File: config.mk
export PLATFORM = sky130hd
export DESIGN_NAME = nr_filter_core_flat
export DESIGN_NICKNAME = d
export VERILOG_FILES = /design/src/common/nr_pkg.sv /design/src/common/nr_link_if.sv /design/src/logic/nr_filter_core.sv /design/src/flat_wrapper.sv
export SDC_FILE = /design/constraint.sdc
export NUM_CORES = 2
export LEC_CHECK = 0
export BUFFER_PORTS_ARGS = -buffer_cell sky130_fd_sc_hd__buf_2
export CELL_PAD_IN_SITES_DETAIL_PLACEMENT = 1
export CELL_PAD_IN_SITES_GLOBAL_PLACEMENT = 2
export CORE_ASPECT_RATIO = 1.75
export CORE_MARGIN = 2
export CORE_UTILIZATION = 30
export DETAILED_ROUTE_END_ITERATION = 12
export PLACE_DENSITY_LB_ADDON = 0.1
export SLEW_MARGIN = 20
export SYNTH_ARGS = -nofsm -noshare
export SYNTH_HDL_FRONTEND = slang
export SYNTH_SLANG_ARGS = --single-unit
File: constraint.sdc
create_clock -name clk_sys_i -period 72.4 [get_ports clk_sys_i]
set_input_delay 3.62 -clock clk_sys_i [delete_from_list [all_inputs] [get_ports clk_sys_i]]
set_output_delay 3.62 -clock clk_sys_i [all_outputs]
set_load 0.005 [all_outputs]
File: src/common/nr_pkg.sv
package nr_pkg;
  localparam int PIX_W = 16;
  localparam int CH_W = 8;
  localparam int DIM_W = 11;
  localparam int ADDR_W = 8;
  localparam int MTF_DEPTH = 64;
  localparam int MTF_IDX_W = 6;
  // Fixed resolution used after reset and by the frame store
  localparam logic [DIM_W-1:0] DEF_WIDTH = 11'h020;
  localparam logic [DIM_W-1:0] DEF_HEIGHT = 11'h020;
  localparam int FRAME_PIXELS = 1024;
  localparam int FRAME_PTR_W = 10;
  // Register offsets (byte addresses)
  localparam logic [ADDR_W-1:0] CONTROL_OFS = 8'h00;
  localparam logic [ADDR_W-1:0] STATUS_OFS = 8'h04;
  localparam logic [ADDR_W-1:0] IRQ_STATUS_OFS = 8'h08;
  localparam logic [ADDR_W-1:0] IRQ_MASK_OFS = 8'h0C;
  localparam logic [ADDR_W-1:0] WIDTH_OFS = 8'h10;
  localparam logic [ADDR_W-1:0] HEIGHT_OFS = 8'h14;
  localparam logic [ADDR_W-1:0] MTF_SEL_OFS = 8'h18;
  localparam logic [ADDR_W-1:0] MTF_DATA_OFS = 8'h1C;
  // CONTROL fields
  localparam int CTRL_ENABLE_BIT = 0;
  localparam int CTRL_BYPASS_BIT = 1;
  localparam int CTRL_SWRST_BIT = 2;
  localparam int CTRL_IRQ_EN_BIT = 3;
  // STATUS / IRQ fields
  localparam int STAT_COMMITTED_BIT = 0;
  localparam int IRQ_FRAME_DONE_BIT = 0;
  localparam int IRQ_W = 1;
  // MTF_SEL fields: index in 5:0, chroma table select in 6
  localparam int MTF_SEL_CHROMA_BIT = 6;
  localparam logic [IRQ_W-1:0] IRQ_MASK_RST = 1'h0;
  // Default curve step: entry i = (63 - i) * 4, entry 63 is zero
  localparam int MTF_DEF_STEP = 4;
endpackage

File: src/common/nr_link_if.sv
`timescale 1ns/1ps
interface nr_link_if;
  import nr_pkg::*;
  // Write-back stream, device to frame store
  logic mem_tvalid;
  logic mem_tready;
  logic [PIX_W-1:0] mem_tdata;
  logic mem_tlast;
  logic mem_tuser;
  // Processed video stream
  logic vid_tvalid;
  logic vid_tready;
  logic [PIX_W-1:0] vid_tdata;
  logic vid_tlast;
  logic vid_tuser;
  // Motion stream
  logic mot_tvalid;
  logic mot_tready;
  logic [PIX_W-1:0] mot_tdata;
  logic mot_tlast;
  logic mot_tuser;
  // Previous frame stream, frame store to device
  logic prev_tvalid;
  logic prev_tready;
  logic [PIX_W-1:0] prev_tdata;
  logic prev_tlast;
  logic prev_tuser;

  modport device (
    output mem_tvalid, mem_tdata, mem_tlast, mem_tuser,
    input mem_tready,
    output vid_tvalid, vid_tdata, vid_tlast, vid_tuser,
    input vid_tready,
    output mot_tvalid, mot_tdata, mot_tlast, mot_tuser,
    input mot_tready,
    input prev_tvalid, prev_tdata, prev_tlast, prev_tuser,
    output prev_tready
  );

  modport partner (
    input mem_tvalid, mem_tdata, mem_tlast, mem_tuser,
    output mem_tready,
    input vid_tvalid, vid_tdata, vid_tlast, vid_tuser,
    output vid_tready,
    input mot_tvalid, mot_tdata, mot_tlast, mot_tuser,
    output mot_tready,
    output prev_tvalid, prev_tdata, prev_tlast, prev_tuser,
    input prev_tready
  );
endinterface

File: src/logic/nr_filter_core.sv
`timescale 1ns/1ps
module nr_filter_core
  import nr_pkg::*;
(
  input wire logic clk_sys_i,
  input wire logic rst_i,
  input wire logic ce_i,
  input wire logic [ADDR_W-1:0] reg_addr_i,
  input wire logic [31:0] reg_wdata_i,
  input wire logic reg_wr_i,
  input wire logic reg_rd_i,
  output logic [31:0] reg_rdata_o,
  input wire logic cur_tvalid_i,
  output logic cur_tready_o,
  input wire logic [PIX_W-1:0] cur_tdata_i,
  input wire logic cur_tuser_i,
  output logic irq_o,
  nr_link_if.device link
);

  function automatic logic [CH_W-1:0] absdiff(input logic [CH_W-1:0] a,
                                              input logic [CH_W-1:0] b);
    absdiff = (a > b) ? (a - b) : (b - a);
  endfunction

  // Current plus scaled (previous - current)
  function automatic logic [CH_W-1:0] blend(input logic [CH_W-1:0] c,
                                            input logic [CH_W-1:0] p,
                                            input logic [CH_W-1:0] k);
    logic signed [8:0] d;
    logic signed [17:0] m;
    logic signed [9:0] s;
    d = $signed({1'b0, p}) - $signed({1'b0, c});
    m = d * $signed({1'b0, k});
    s = $signed(m[17:8]) + $signed({2'b00, c});
    blend = s[7:0];
  endfunction

  logic en_q;
  logic bypass_q;
  logic irq_en_q;
  logic sw_rst_q;
  logic committed_q;
  logic [IRQ_W-1:0] irq_stat_q;
  logic [IRQ_W-1:0] irq_mask_q;
  logic [DIM_W-1:0] width_q;
  logic [DIM_W-1:0] height_q;
  logic [MTF_IDX_W:0] mtf_sel_q;
  logic [CH_W-1:0] mtf_y_q [MTF_DEPTH];
  logic [CH_W-1:0] mtf_c_q [MTF_DEPTH];
  logic [PIX_W-1:0] cur_q;
  logic cur_sof_q;
  logic [PIX_W-1:0] prev_q;
  logic prev_rdy_q;
  logic armed_q;
  logic [DIM_W-1:0] x_q;
  logic [DIM_W-1:0] y_q;
  logic mem_v_q;
  logic vid_v_q;
  logic mot_v_q;
  logic [PIX_W-1:0] px_q;
  logic [PIX_W-1:0] mot_q;
  logic last_q;
  logic sof_q;
  logic eof_q;

  // Register decode
  wire wr_ctrl = ce_i & reg_wr_i & (reg_addr_i == CONTROL_OFS);
  wire wr_istat = ce_i & reg_wr_i & (reg_addr_i == IRQ_STATUS_OFS);
  wire wr_imask = ce_i & reg_wr_i & (reg_addr_i == IRQ_MASK_OFS);
  wire wr_width = ce_i & reg_wr_i & (reg_addr_i == WIDTH_OFS);
  wire wr_height = ce_i & reg_wr_i & (reg_addr_i == HEIGHT_OFS);
  wire wr_sel = ce_i & reg_wr_i & (reg_addr_i == MTF_SEL_OFS);
  wire wr_mtf = ce_i & reg_wr_i & (reg_addr_i == MTF_DATA_OFS);
  wire [MTF_IDX_W-1:0] sel_idx = mtf_sel_q[MTF_IDX_W-1:0];
  wire sel_chroma = mtf_sel_q[MTF_SEL_CHROMA_BIT];

  // Datapath arithmetic
  wire [CH_W-1:0] cy = cur_q[7:0];
  wire [CH_W-1:0] cc = cur_q[15:8];
  wire [CH_W-1:0] py = prev_q[7:0];
  wire [CH_W-1:0] pc = prev_q[15:8];
  wire [CH_W-1:0] dy = absdiff(cy, py);
  wire [CH_W-1:0] dc = absdiff(cc, pc);
  wire [CH_W-1:0] ky = mtf_y_q[dy[7:2]];
  wire [CH_W-1:0] kc = mtf_c_q[dc[7:2]];
  wire [CH_W-1:0] fy = bypass_q ? cy : blend(cy, py, ky);
  wire [CH_W-1:0] fc = bypass_q ? cc : blend(cc, pc, kc);

  // Raster position, resynced by the source start-of-frame
  wire [DIM_W-1:0] xpos = cur_sof_q ? '0 : x_q;
  wire [DIM_W-1:0] ypos = cur_sof_q ? '0 : y_q;
  wire eol = (xpos == width_q - 11'h001);
  wire eof = eol & (ypos == height_q - 11'h001);

  // Both inputs held and every output slot free
  wire slots_free = (~mem_v_q | link.mem_tready) &
                    (~vid_v_q | link.vid_tready) &
                    (~mot_v_q | link.mot_tready);
  wire fire = ce_i & en_q & armed_q & ~cur_tready_o & ~prev_rdy_q &
              slots_free;
  wire cur_take = ce_i & cur_tready_o & cur_tvalid_i;
  wire prev_take = ce_i & prev_rdy_q & link.prev_tvalid;
  wire frame_done = ce_i & mem_v_q & link.mem_tready & eof_q;
  wire [IRQ_W-1:0] irq_set = {IRQ_W{frame_done}};
  wire [IRQ_W-1:0] irq_clr = wr_istat ? reg_wdata_i[IRQ_W-1:0] : '0;

  // Control registers; the register port runs on the core clock
  always_ff @(posedge clk_sys_i or posedge rst_i) begin
    if (rst_i) begin
      en_q <= 1'b0;
      bypass_q <= 1'b0;
      irq_en_q <= 1'b0;
      sw_rst_q <= 1'b0;
      irq_mask_q <= IRQ_MASK_RST;
      width_q <= DEF_WIDTH;
      height_q <= DEF_HEIGHT;
      mtf_sel_q <= '0;
    end else if (ce_i) begin
      sw_rst_q <= wr_ctrl & reg_wdata_i[CTRL_SWRST_BIT];
      if (wr_ctrl) begin
        en_q <= reg_wdata_i[CTRL_ENABLE_BIT];
        bypass_q <= reg_wdata_i[CTRL_BYPASS_BIT];
        irq_en_q <= reg_wdata_i[CTRL_IRQ_EN_BIT];
      end
      if (wr_imask) irq_mask_q <= reg_wdata_i[IRQ_W-1:0];
      if (wr_width) width_q <= reg_wdata_i[DIM_W-1:0];
      if (wr_height) height_q <= reg_wdata_i[DIM_W-1:0];
      if (wr_sel) mtf_sel_q <= reg_wdata_i[MTF_IDX_W:0];
    end
  end

  // Curve tables, default falls to zero at entry 63
  always_ff @(posedge clk_sys_i or posedge rst_i) begin
    if (rst_i) begin
      for (int i = 0; i < MTF_DEPTH; i++) begin
        mtf_y_q[i] <= CH_W'((MTF_DEPTH - 1 - i) * MTF_DEF_STEP);
        mtf_c_q[i] <= CH_W'((MTF_DEPTH - 1 - i) * MTF_DEF_STEP);
      end
    end else if (wr_mtf) begin
      if (sel_chroma) mtf_c_q[sel_idx] <= reg_wdata_i[CH_W-1:0];
      else mtf_y_q[sel_idx] <= reg_wdata_i[CH_W-1:0];
    end
  end

  // Status, sticky interrupt bits (set wins) and interrupt output
  always_ff @(posedge clk_sys_i or posedge rst_i) begin
    if (rst_i) begin
      committed_q <= 1'b0;
      irq_stat_q <= '0;
      irq_o <= 1'b0;
    end else if (ce_i) begin
      if (frame_done) committed_q <= 1'b1;
      else if (~en_q | sw_rst_q) committed_q <= 1'b0;
      irq_stat_q <= (irq_stat_q & ~irq_clr) | irq_set;
      irq_o <= irq_en_q & |(irq_stat_q & ~irq_mask_q);
    end
  end

  // Register read, data one cycle after the strobe
  always_ff @(posedge clk_sys_i or posedge rst_i) begin
    if (rst_i) begin
      reg_rdata_o <= '0;
    end else if (ce_i) begin
      reg_rdata_o <= '0;
      if (reg_rd_i) begin
        unique case (reg_addr_i)
          CONTROL_OFS: reg_rdata_o <= {28'h0000000, irq_en_q, 1'b0,
                                       bypass_q, en_q};
          STATUS_OFS: reg_rdata_o <= {31'h00000000, committed_q};
          IRQ_STATUS_OFS: reg_rdata_o <= {{(32-IRQ_W){1'b0}}, irq_stat_q};
          IRQ_MASK_OFS: reg_rdata_o <= {{(32-IRQ_W){1'b0}}, irq_mask_q};
          WIDTH_OFS: reg_rdata_o <= {{(32-DIM_W){1'b0}}, width_q};
          HEIGHT_OFS: reg_rdata_o <= {{(32-DIM_W){1'b0}}, height_q};
          MTF_SEL_OFS: reg_rdata_o <= {25'h0000000, mtf_sel_q};
          MTF_DATA_OFS: reg_rdata_o <= {24'h000000, sel_chroma ?
                                        mtf_c_q[sel_idx] : mtf_y_q[sel_idx]};
          default: reg_rdata_o <= '0;
        endcase
      end
    end
  end

  // Input holding stages; both streams pair pixel for pixel, except that prev drains alone while bypass_q is set and en_q clear
  always_ff @(posedge clk_sys_i or posedge rst_i) begin
    if (rst_i) begin
      cur_tready_o <= 1'b0;
      prev_rdy_q <= 1'b0;
      armed_q <= 1'b0;
      cur_q <= '0;
      cur_sof_q <= 1'b0;
      prev_q <= '0;
    end else if (ce_i) begin
      armed_q <= 1'b1;
      // Readies open on the first enabled edge after reset
      if (sw_rst_q | ~armed_q) begin
        cur_tready_o <= 1'b1;
        prev_rdy_q <= 1'b1;
      end else begin
        if (cur_take) begin
          cur_q <= cur_tdata_i;
          cur_sof_q <= cur_tuser_i;
          cur_tready_o <= 1'b0;
        end else if (fire) begin
          cur_tready_o <= 1'b1;
        end
        if (prev_take) begin
          prev_q <= link.prev_tdata;
          prev_rdy_q <= 1'b0;
        end else if (fire | ~prev_rdy_q & bypass_q & ~en_q) begin
          prev_rdy_q <= 1'b1;
        end
      end
    end
  end

  // Output stage feeding the three streams
  always_ff @(posedge clk_sys_i or posedge rst_i) begin
    if (rst_i) begin
      mem_v_q <= 1'b0;
      vid_v_q <= 1'b0;
      mot_v_q <= 1'b0;
      px_q <= '0;
      mot_q <= '0;
      last_q <= 1'b0;
      sof_q <= 1'b0;
      eof_q <= 1'b0;
      x_q <= '0;
      y_q <= '0;
    end else if (ce_i) begin
      if (sw_rst_q) begin
        mem_v_q <= 1'b0;
        vid_v_q <= 1'b0;
        mot_v_q <= 1'b0;
        x_q <= '0;
        y_q <= '0;
      end else if (fire) begin
        mem_v_q <= 1'b1;
        vid_v_q <= 1'b1;
        mot_v_q <= 1'b1;
        px_q <= {fc, fy};
        mot_q <= {dc, dy};
        last_q <= eol;
        sof_q <= (xpos == '0) & (ypos == '0);
        eof_q <= eof;
        x_q <= eol ? '0 : xpos + 11'h001;
        y_q <= eof ? '0 : (eol ? ypos + 11'h001 : ypos);
      end else begin
        if (link.mem_tready) mem_v_q <= 1'b0;
        if (link.vid_tready) vid_v_q <= 1'b0;
        if (link.mot_tready) mot_v_q <= 1'b0;
      end
    end
  end

  // Stream ports
  assign link.mem_tvalid = mem_v_q;
  assign link.mem_tdata = px_q;
  assign link.mem_tlast = last_q;
  assign link.mem_tuser = sof_q;
  assign link.vid_tvalid = vid_v_q;
  assign link.vid_tdata = px_q;
  assign link.vid_tlast = last_q;
  assign link.vid_tuser = sof_q;
  assign link.mot_tvalid = mot_v_q;
  assign link.mot_tdata = mot_q;
  assign link.mot_tlast = last_q;
  assign link.mot_tuser = sof_q;
  assign link.prev_tready = prev_rdy_q;

endmodule // nr_filter_core

File: src/flat_wrapper.sv
// flat-port wrapper written by rule: the top's interface ports become plain ports
module nr_filter_core_flat import nr_pkg::*;
  (clk_sys_i, rst_i, ce_i, reg_addr_i, reg_wdata_i, reg_wr_i, reg_rd_i, reg_rdata_o, cur_tvalid_i, cur_tready_o, cur_tdata_i, cur_tuser_i, irq_o, link_mem_tvalid, link_mem_tdata, link_mem_tlast, link_mem_tuser, link_mem_tready, link_vid_tvalid, link_vid_tdata, link_vid_tlast, link_vid_tuser, link_vid_tready, link_mot_tvalid, link_mot_tdata, link_mot_tlast, link_mot_tuser, link_mot_tready, link_prev_tvalid, link_prev_tdata, link_prev_tlast, link_prev_tuser, link_prev_tready);
  nr_link_if link_i ();
  input wire logic clk_sys_i;
  input wire logic rst_i;
  input wire logic ce_i;
  input wire logic [ADDR_W-1:0] reg_addr_i;
  input wire logic [31:0] reg_wdata_i;
  input wire logic reg_wr_i;
  input wire logic reg_rd_i;
  output logic [31:0] reg_rdata_o;
  input wire logic cur_tvalid_i;
  output logic cur_tready_o;
  input wire logic [PIX_W-1:0] cur_tdata_i;
  input wire logic cur_tuser_i;
  output logic irq_o;
  output wire logic [$bits(link_i.mem_tvalid)-1:0] link_mem_tvalid;
  output wire logic [$bits(link_i.mem_tdata)-1:0] link_mem_tdata;
  output wire logic [$bits(link_i.mem_tlast)-1:0] link_mem_tlast;
  output wire logic [$bits(link_i.mem_tuser)-1:0] link_mem_tuser;
  input wire logic [$bits(link_i.mem_tready)-1:0] link_mem_tready;
  output wire logic [$bits(link_i.vid_tvalid)-1:0] link_vid_tvalid;
  output wire logic [$bits(link_i.vid_tdata)-1:0] link_vid_tdata;
  output wire logic [$bits(link_i.vid_tlast)-1:0] link_vid_tlast;
  output wire logic [$bits(link_i.vid_tuser)-1:0] link_vid_tuser;
  input wire logic [$bits(link_i.vid_tready)-1:0] link_vid_tready;
  output wire logic [$bits(link_i.mot_tvalid)-1:0] link_mot_tvalid;
  output wire logic [$bits(link_i.mot_tdata)-1:0] link_mot_tdata;
  output wire logic [$bits(link_i.mot_tlast)-1:0] link_mot_tlast;
  output wire logic [$bits(link_i.mot_tuser)-1:0] link_mot_tuser;
  input wire logic [$bits(link_i.mot_tready)-1:0] link_mot_tready;
  input wire logic [$bits(link_i.prev_tvalid)-1:0] link_prev_tvalid;
  input wire logic [$bits(link_i.prev_tdata)-1:0] link_prev_tdata;
  input wire logic [$bits(link_i.prev_tlast)-1:0] link_prev_tlast;
  input wire logic [$bits(link_i.prev_tuser)-1:0] link_prev_tuser;
  output wire logic [$bits(link_i.prev_tready)-1:0] link_prev_tready;
  assign link_mem_tvalid = link_i.mem_tvalid;
  assign link_mem_tdata = link_i.mem_tdata;
  assign link_mem_tlast = link_i.mem_tlast;
  assign link_mem_tuser = link_i.mem_tuser;
  assign link_i.mem_tready = link_mem_tready;
  assign link_vid_tvalid = link_i.vid_tvalid;
  assign link_vid_tdata = link_i.vid_tdata;
  assign link_vid_tlast = link_i.vid_tlast;
  assign link_vid_tuser = link_i.vid_tuser;
  assign link_i.vid_tready = link_vid_tready;
  assign link_mot_tvalid = link_i.mot_tvalid;
  assign link_mot_tdata = link_i.mot_tdata;
  assign link_mot_tlast = link_i.mot_tlast;
  assign link_mot_tuser = link_i.mot_tuser;
  assign link_i.mot_tready = link_mot_tready;
  assign link_i.prev_tvalid = link_prev_tvalid;
  assign link_i.prev_tdata = link_prev_tdata;
  assign link_i.prev_tlast = link_prev_tlast;
  assign link_i.prev_tuser = link_prev_tuser;
  assign link_prev_tready = link_i.prev_tready;
  nr_filter_core u_core (.clk_sys_i(clk_sys_i), .rst_i(rst_i), .ce_i(ce_i), .reg_addr_i(reg_addr_i), .reg_wdata_i(reg_wdata_i), .reg_wr_i(reg_wr_i), .reg_rd_i(reg_rd_i), .reg_rdata_o(reg_rdata_o), .cur_tvalid_i(cur_tvalid_i), .cur_tready_o(cur_tready_o), .cur_tdata_i(cur_tdata_i), .cur_tuser_i(cur_tuser_i), .irq_o(irq_o), .link(link_i));
endmodule
; ---- Yosys cells after proc, flatten, opt, wreduce, memory -nomap -nowiden
; Index checks and enable logic that the tools add are counted.
[totals]
ff_bits = 1189
out_inout_bits = 92
inputBits = 85
wordCells = 315
[op_classes]
n_bitwise = 52
order_cmp = 6
n_mux = 50
n_eq_ne = 9
add_sub_neg = 12
n_mul = 2
n_reduce_logical = 28
[ops]
columns = op, count
row1 = $bwmux W512, 2
row2 = $bmux W8 S6, 4
row3 = $mux W8, 14
row4 = $mux W11, 9
row5 = $pmux W11 S8, 1
row6 = $demux W8 S6, 1
row7 = $eq A8 B5 Y1 const B, 4
row8 = $mul A9 B9 Y16, 2
row9 = $mux W32, 1
row10 = $sub A8 B8 Y8, 4
row11 = $and A1 B1 Y1, 30
row12 = $reduce_and A2 Y1, 14
row13 = $add A11 B1 Y11 const B, 2
row14 = $eq A11 B11 Y1, 2
row15 = $logic_not A11 Y1, 2
row16 = $sub A11 B1 Y11 const B, 2
row17 = $ge A7 B7 Y1 const B, 3
row18 = $not A6 Y7, 3
row19 = $mux W1, 18
row20 = $sub A8 B8 Y9, 2
row21 = $add A8 B8 Y8, 2
row22 = $eq A8 B4 Y1 const B, 2
row23 = $gt A8 B8 Y1, 2
row24 = $reduce_bool A3 Y1, 5
row25 = 8 further kinds, 28

; ---- Logic depth before layout (Yosys ltp)
[depth]
word_depth = 9
ltp_mapped = 52

; ---- Worst setup path before layout
; Ideal clock, no wire load.
[synth_timing]
path_type = reg2reg
start = register u_core.cur_q[0]
end = register u_core.px_q[7], in the netlist u_core.link.mem_tdata[7]
required_ns = 72.318
slack_ns = 63.240
n_path_buf = 4
arrival_ns = 9.078
period_less_slack_ns = 9.160
path_stages_with_launch = 42
cell_sequence = dfrtp_1 > inv_1 > ha_1 > fa_1 > nor2b_1 > o21a_1 > o21ai_0 > a2111oi_2 > a21o_1 > buf_6 > buf_4 > buf_2 > buf_2 > mux4_2 > mux2i_1 > mux4_2 > mux2i_1 > nand2_1 > (+6 left out) > fa_1 > ha_1 > nor3_1 > o2bb2ai_1 > o21bai_1 > xor2_1 > ha_1 > a21o_1 > a21oi_1 > o21bai_1 > a21oi_1 > o21bai_1 > a21oi_1 > xnor2_1 > xnor2_1 > xnor2_1 > or3_1 > a31oi_1
[synth_between]
elab_chain_len = 9
word_cells_on_any_way = 12
cone_classes = 4 x add/sub / 1 x mul / 1 x order compare / 5 x mux / 1 x bitwise
[synth_lines]
columns = element, line
row1 = "start, declared", nr_filter_core.sv:51  ; logic [PIX_W-1:0] cur_q;
row2 = "start signal, assigned", nr_filter_core.sv:201  ; cur_q <= cur_tdata_i;
row3 = $sub A8 B8 Y8 / $gt A8 B8 Y1 (equally long branches), nr_filter_core.sv:23  ; absdiff = (a > b) ? (a - b) : (b - a);
row4 = $mux W8, nr_filter_core.sv:23
row5 = $not A6 Y7 (implied by the code), nr_filter_core.sv:85  ; wire [CH_W-1:0] ky = mtf_y_q[dy[7:2]];
row6 = $bmux W8 S6, nr_filter_core.sv:85
row7 = $mux W8 (implied by the code) (2 in series), nr_filter_core.sv:85
row8 = $mul A9 B9 Y16, nr_filter_core.sv:34  ; m = d * $signed({1'b0, k});
row9 = $add A8 B8 Y8 *, nr_filter_core.sv:35  ; s = $signed(m[17:8]) + $signed({2'b00, c});
row10 = $mux W8 *, nr_filter_core.sv:87  ; wire [CH_W-1:0] fy = bypass_q ? cy : blend(cy, py, ky);
row11 = "end signal, assigned", nr_filter_core.sv:241  ; px_q <= {fc, fy};
row12 = "end, declared", nr_filter_core.sv:61  ; logic [PIX_W-1:0] px_q;
; Mark *: on every way between the ends. The rest lies on a longest branch, timed or not. The select of a mux whose other input is x is not followed.
; A chain may end at the register's enable or synchronous reset.

; ---- Worst setup path in the final report
[layout_timing]
start = register u_core.cur_q[5]
end = register u_core.px_q[7], in the netlist u_core.link.mem_tdata[7]
; Same word-level chain as after synthesis.

==> flow_metrics.env <==
export IMPL_final_hold_violation_count=0
export IMPL_post_dp_hpwl_um=209000
export IMPL_synth_top_cell_by_area="dfrtp_1"
export IMPL_path_max_fanout=34
export IMPL_firstDrtPassIters=5
export IMPL_grt_max_degree=150
export IMPL_row_count=233
export IMPL_postCtsSetupRepairBufs=0
export IMPL_drive_above_1_share=0.335
export IMPL_wirelength_um=306000
export IMPL_worstPathArrival_ns=14.07
export IMPL_ys_flop_type="dfrtp_1"
export IMPL_yosysSeqAreaShare=0.429
export IMPL_rsz0062_at_grt="no"
export IMPL_clock_path_buffers=4
export IMPL_dp_cells=9221
export IMPL_syn_area_per_cell_um2=10.9
export IMPL_maxCapViolations=0
export IMPL_ant_nets=0
export IMPL_clock_skew_ns=0.0420
export IMPL_synth_compound_area_share=0.126
export IMPL_grt_pass1_vias=57763
export IMPL_ys_warn_count=0
export IMPL_cts_buffers_inserted=138
export IMPL_cp_slowest_cell="o21ai_0"
export IMPL_initial_utilization=0.301
export IMPL_clock_root_buffer="clkbuf_16"
export IMPL_core_area_um2=230000
export IMPL_path_class="flop to flop"
export IMPL_hold_ws_ns=0.477
export IMPL_drc_errors=0
export IMPL_synth_edf_count=0
export IMPL_crit_path_start_kind="flop"
export IMPL_ios=177
export IMPL_max_freq_mhz=75.0
export IMPL_maxSlewHeadroom=0.128
export IMPL_path_clk_slew_ns=0.07
export IMPL_clkLatencyLatePin_ns=0.82
export IMPL_placed_area_um2=73200
export IMPL_wl_per_cell_um=32.3
export IMPL_ctsHoldBuffers=0
export IMPL_synthMuxAreaShare=0.224
export IMPL_grt_util_all_layers=0.258
export IMPL_finalSetupTns_ns=0
export IMPL_final_area_um2=77600
export IMPL_fin_cells=9483
export IMPL_synth_fa_ha_area_frac=0.0524
export IMPL_yosysUniqueCellTypes=118
export IMPL_hold_path_class="flop to flop"
export IMPL_yosys_top_cells_area="dfrtp_1, mux2_2, dfstp_2"
export IMPL_grt_pass1_wl_um=440000
export IMPL_crit_path_end_kind="flop"
export IMPL_syn_to_final_growth_pct=11.9
export IMPL_antenna_found_initial=12
export IMPL_drt_iter0_markers=3149
export IMPL_final_nets=6613
export IMPL_fp_dieArea_um2=235000
export IMPL_reg2regPathDepth=41
export IMPL_crit_top_cell="buf_4"
export IMPL_setup_viol=0
export IMPL_cts_htree_levels=4
export IMPL_worstMarginPinSlew_ns=1.27
export IMPL_timing_final_crit_share=0.184
export IMPL_die_h_um=640
export IMPL_vias=53374
export IMPL_io_buffer_count=132
export IMPL_ys_seq_elements=1168
export IMPL_max_stage_delay_ns=0.92
export IMPL_ys_async_sr_fraction=1.00
export IMPL_via_per_inst=5.63
export IMPL_cts_tree="built"
export IMPL_grt_overflow=0
export IMPL_status="completed"
export IMPL_cts_sinks=1168
export IMPL_syn_cell_area_um2=69300
export IMPL_synth_top_family_by_area="multiplexers"
export IMPL_whs_path_depth=2
export IMPL_crit_required_ns=73.13
export IMPL_synth_simple_area_share=0.108
export IMPL_syn_inst=6335
export IMPL_yosysTopAreaCellShare=0.282
export IMPL_cts_resized=0
export IMPL_die_w_um=367
export IMPL_min_period_ns=13.34
export IMPL_routabilityCongestion=0.842
export IMPL_yosys_area_share_xor_xnor=0.0126
export IMPL_slew_viol_final=0
export IMPL_fill_cells=25120
-- area by class of cell --
type,instances,area (µm²),share of cell area
clock buffer,204,4040,0.0520
inverter,225,855,0.0110
multi-input combinational,4453,36600,0.471
tap,3055,3820,0.0493
clock inverter,32,279,0.00360
timing repair buffer,320,2230,0.0288
sequential,1168,29700,0.383
antenna,26,65.1,0.000839
-- state kept, by name (all words and copies together), names as in the netlist, 7 cells and up --
name and cells:
u_core.height_q 11, u_core.x_q 11, u_core.width_q 11, u_core.mtf_y_q 512, u_core.mtf_sel_q 7, u_core.prev_q 16, u_core.cur_q 16, u_core.y_q 11
u_core.link.mem_tdata 16, u_core.reg_rdata_o 11, u_core.mtf_c_q 512, u_core.link.mot_tdata 16
-- layer usage --
| metal | track usage | up-vias | routed length (µm) | share of wire |
|---|---|---|---|---|
| met1 | 0.281 | 28659 | 114000 | 0.37 |
| met2 | 0.483 | 1150 | 164000 | 0.53 |
| met5 | 0 | - | 0 | 0 |
| met4 | 0.155 | 0 | 20500 | 0.067 |
| li1 | - | 23069 | - | - |
| met3 | 0.0206 | 496 | 8210 | 0.027 |
-- final timing paths --
kind | endpoint | start | slack (ns)
max | u_core.link.mem_tdata[7]$_DFFE_PP0P_ | u_core.cur_q[5]$_DFFE_PP0P_ | 59.06
min | u_core.link.mot_tdata[10]$_DFFE_PP0P_ | u_core.link.mot_tdata[10]$_DFFE_PP0P_ | 0.48
max reg2reg | u_core.link.mem_tdata[7]$_DFFE_PP0P_ | u_core.cur_q[5]$_DFFE_PP0P_ | 59.06
min reg2reg | u_core.link.mot_tdata[10]$_DFFE_PP0P_ | u_core.link.mot_tdata[10]$_DFFE_PP0P_ | 0.48
max in group asynchronous | u_core.cur_q[13]$_DFFE_PP0P_ | rst_i | 64.41
min in group asynchronous | u_core.mtf_y_q[402]$_DFFE_PP0P_ | rst_i | 2.90
-- stage by stage --
stage | worst slack (ns) | util
floorplan | 36.52 | -
global placement | 58.94 | 0.318
detailed placement | 58.75 | 0.318
CTS | 58.75 | 0.337
global route | 58.11 | 0.337
finish | 59.06 | 0.337
-- critical path, delay by kind of cell (launching register included) --
| family | cells | cell delay (ns) |
|---|---|---|
| AND/OR/NAND/NOR | 8 | 2.34 |
| multiplexers | 2 | 0.45 |
| adder cells (fa/ha/maj) | 7 | 3.15 |
| AO/OA/AOI/OAI | 10 | 2.73 |
| buffers and inverters | 10 | 3.17 |
| flip-flops | 1 | 0.45 |
| XOR/XNOR | 4 | 0.80 |
-- synthesized netlist by cell type, drive strengths merged (73+ instances only) --
library cell and number:
mux4 127, nand2 727, a22o 80, mux2i 136, a21oi 132, clkbuf 326, nand3 276, ha 108
o21ai 263, a22oi 400, nand4 112, dfstp 386, fa 114, dfrtp 782, buf 183, nor2 207
inv 225, mux2 1003, a221oi 73
-- cell families after synthesis --
kind of cell,after synthesis
compound gates,1241
xor+xnor,100
fa+ha+maj,222
buf+inv,734
flops,1168
mux,1266
other cells,1
simple gates,1603
-- layout by cell type (no fill, tap or decap), types with 133 or more instances in the layout --
cell       instances
mux2i_1          133
a22oi_1          400
inv_1            223
dfstp_2          386
nand2_1          725
buf_4            183
o21ai_0          249
mux2_2          1002
nand3_1          275
nor2_1           190
dfrtp_1          778
clkbuf_16        141
Power is left out: the tool's default activity adds up to more than one toggle a clock period on the data nets, which glitch-free logic cannot reach.
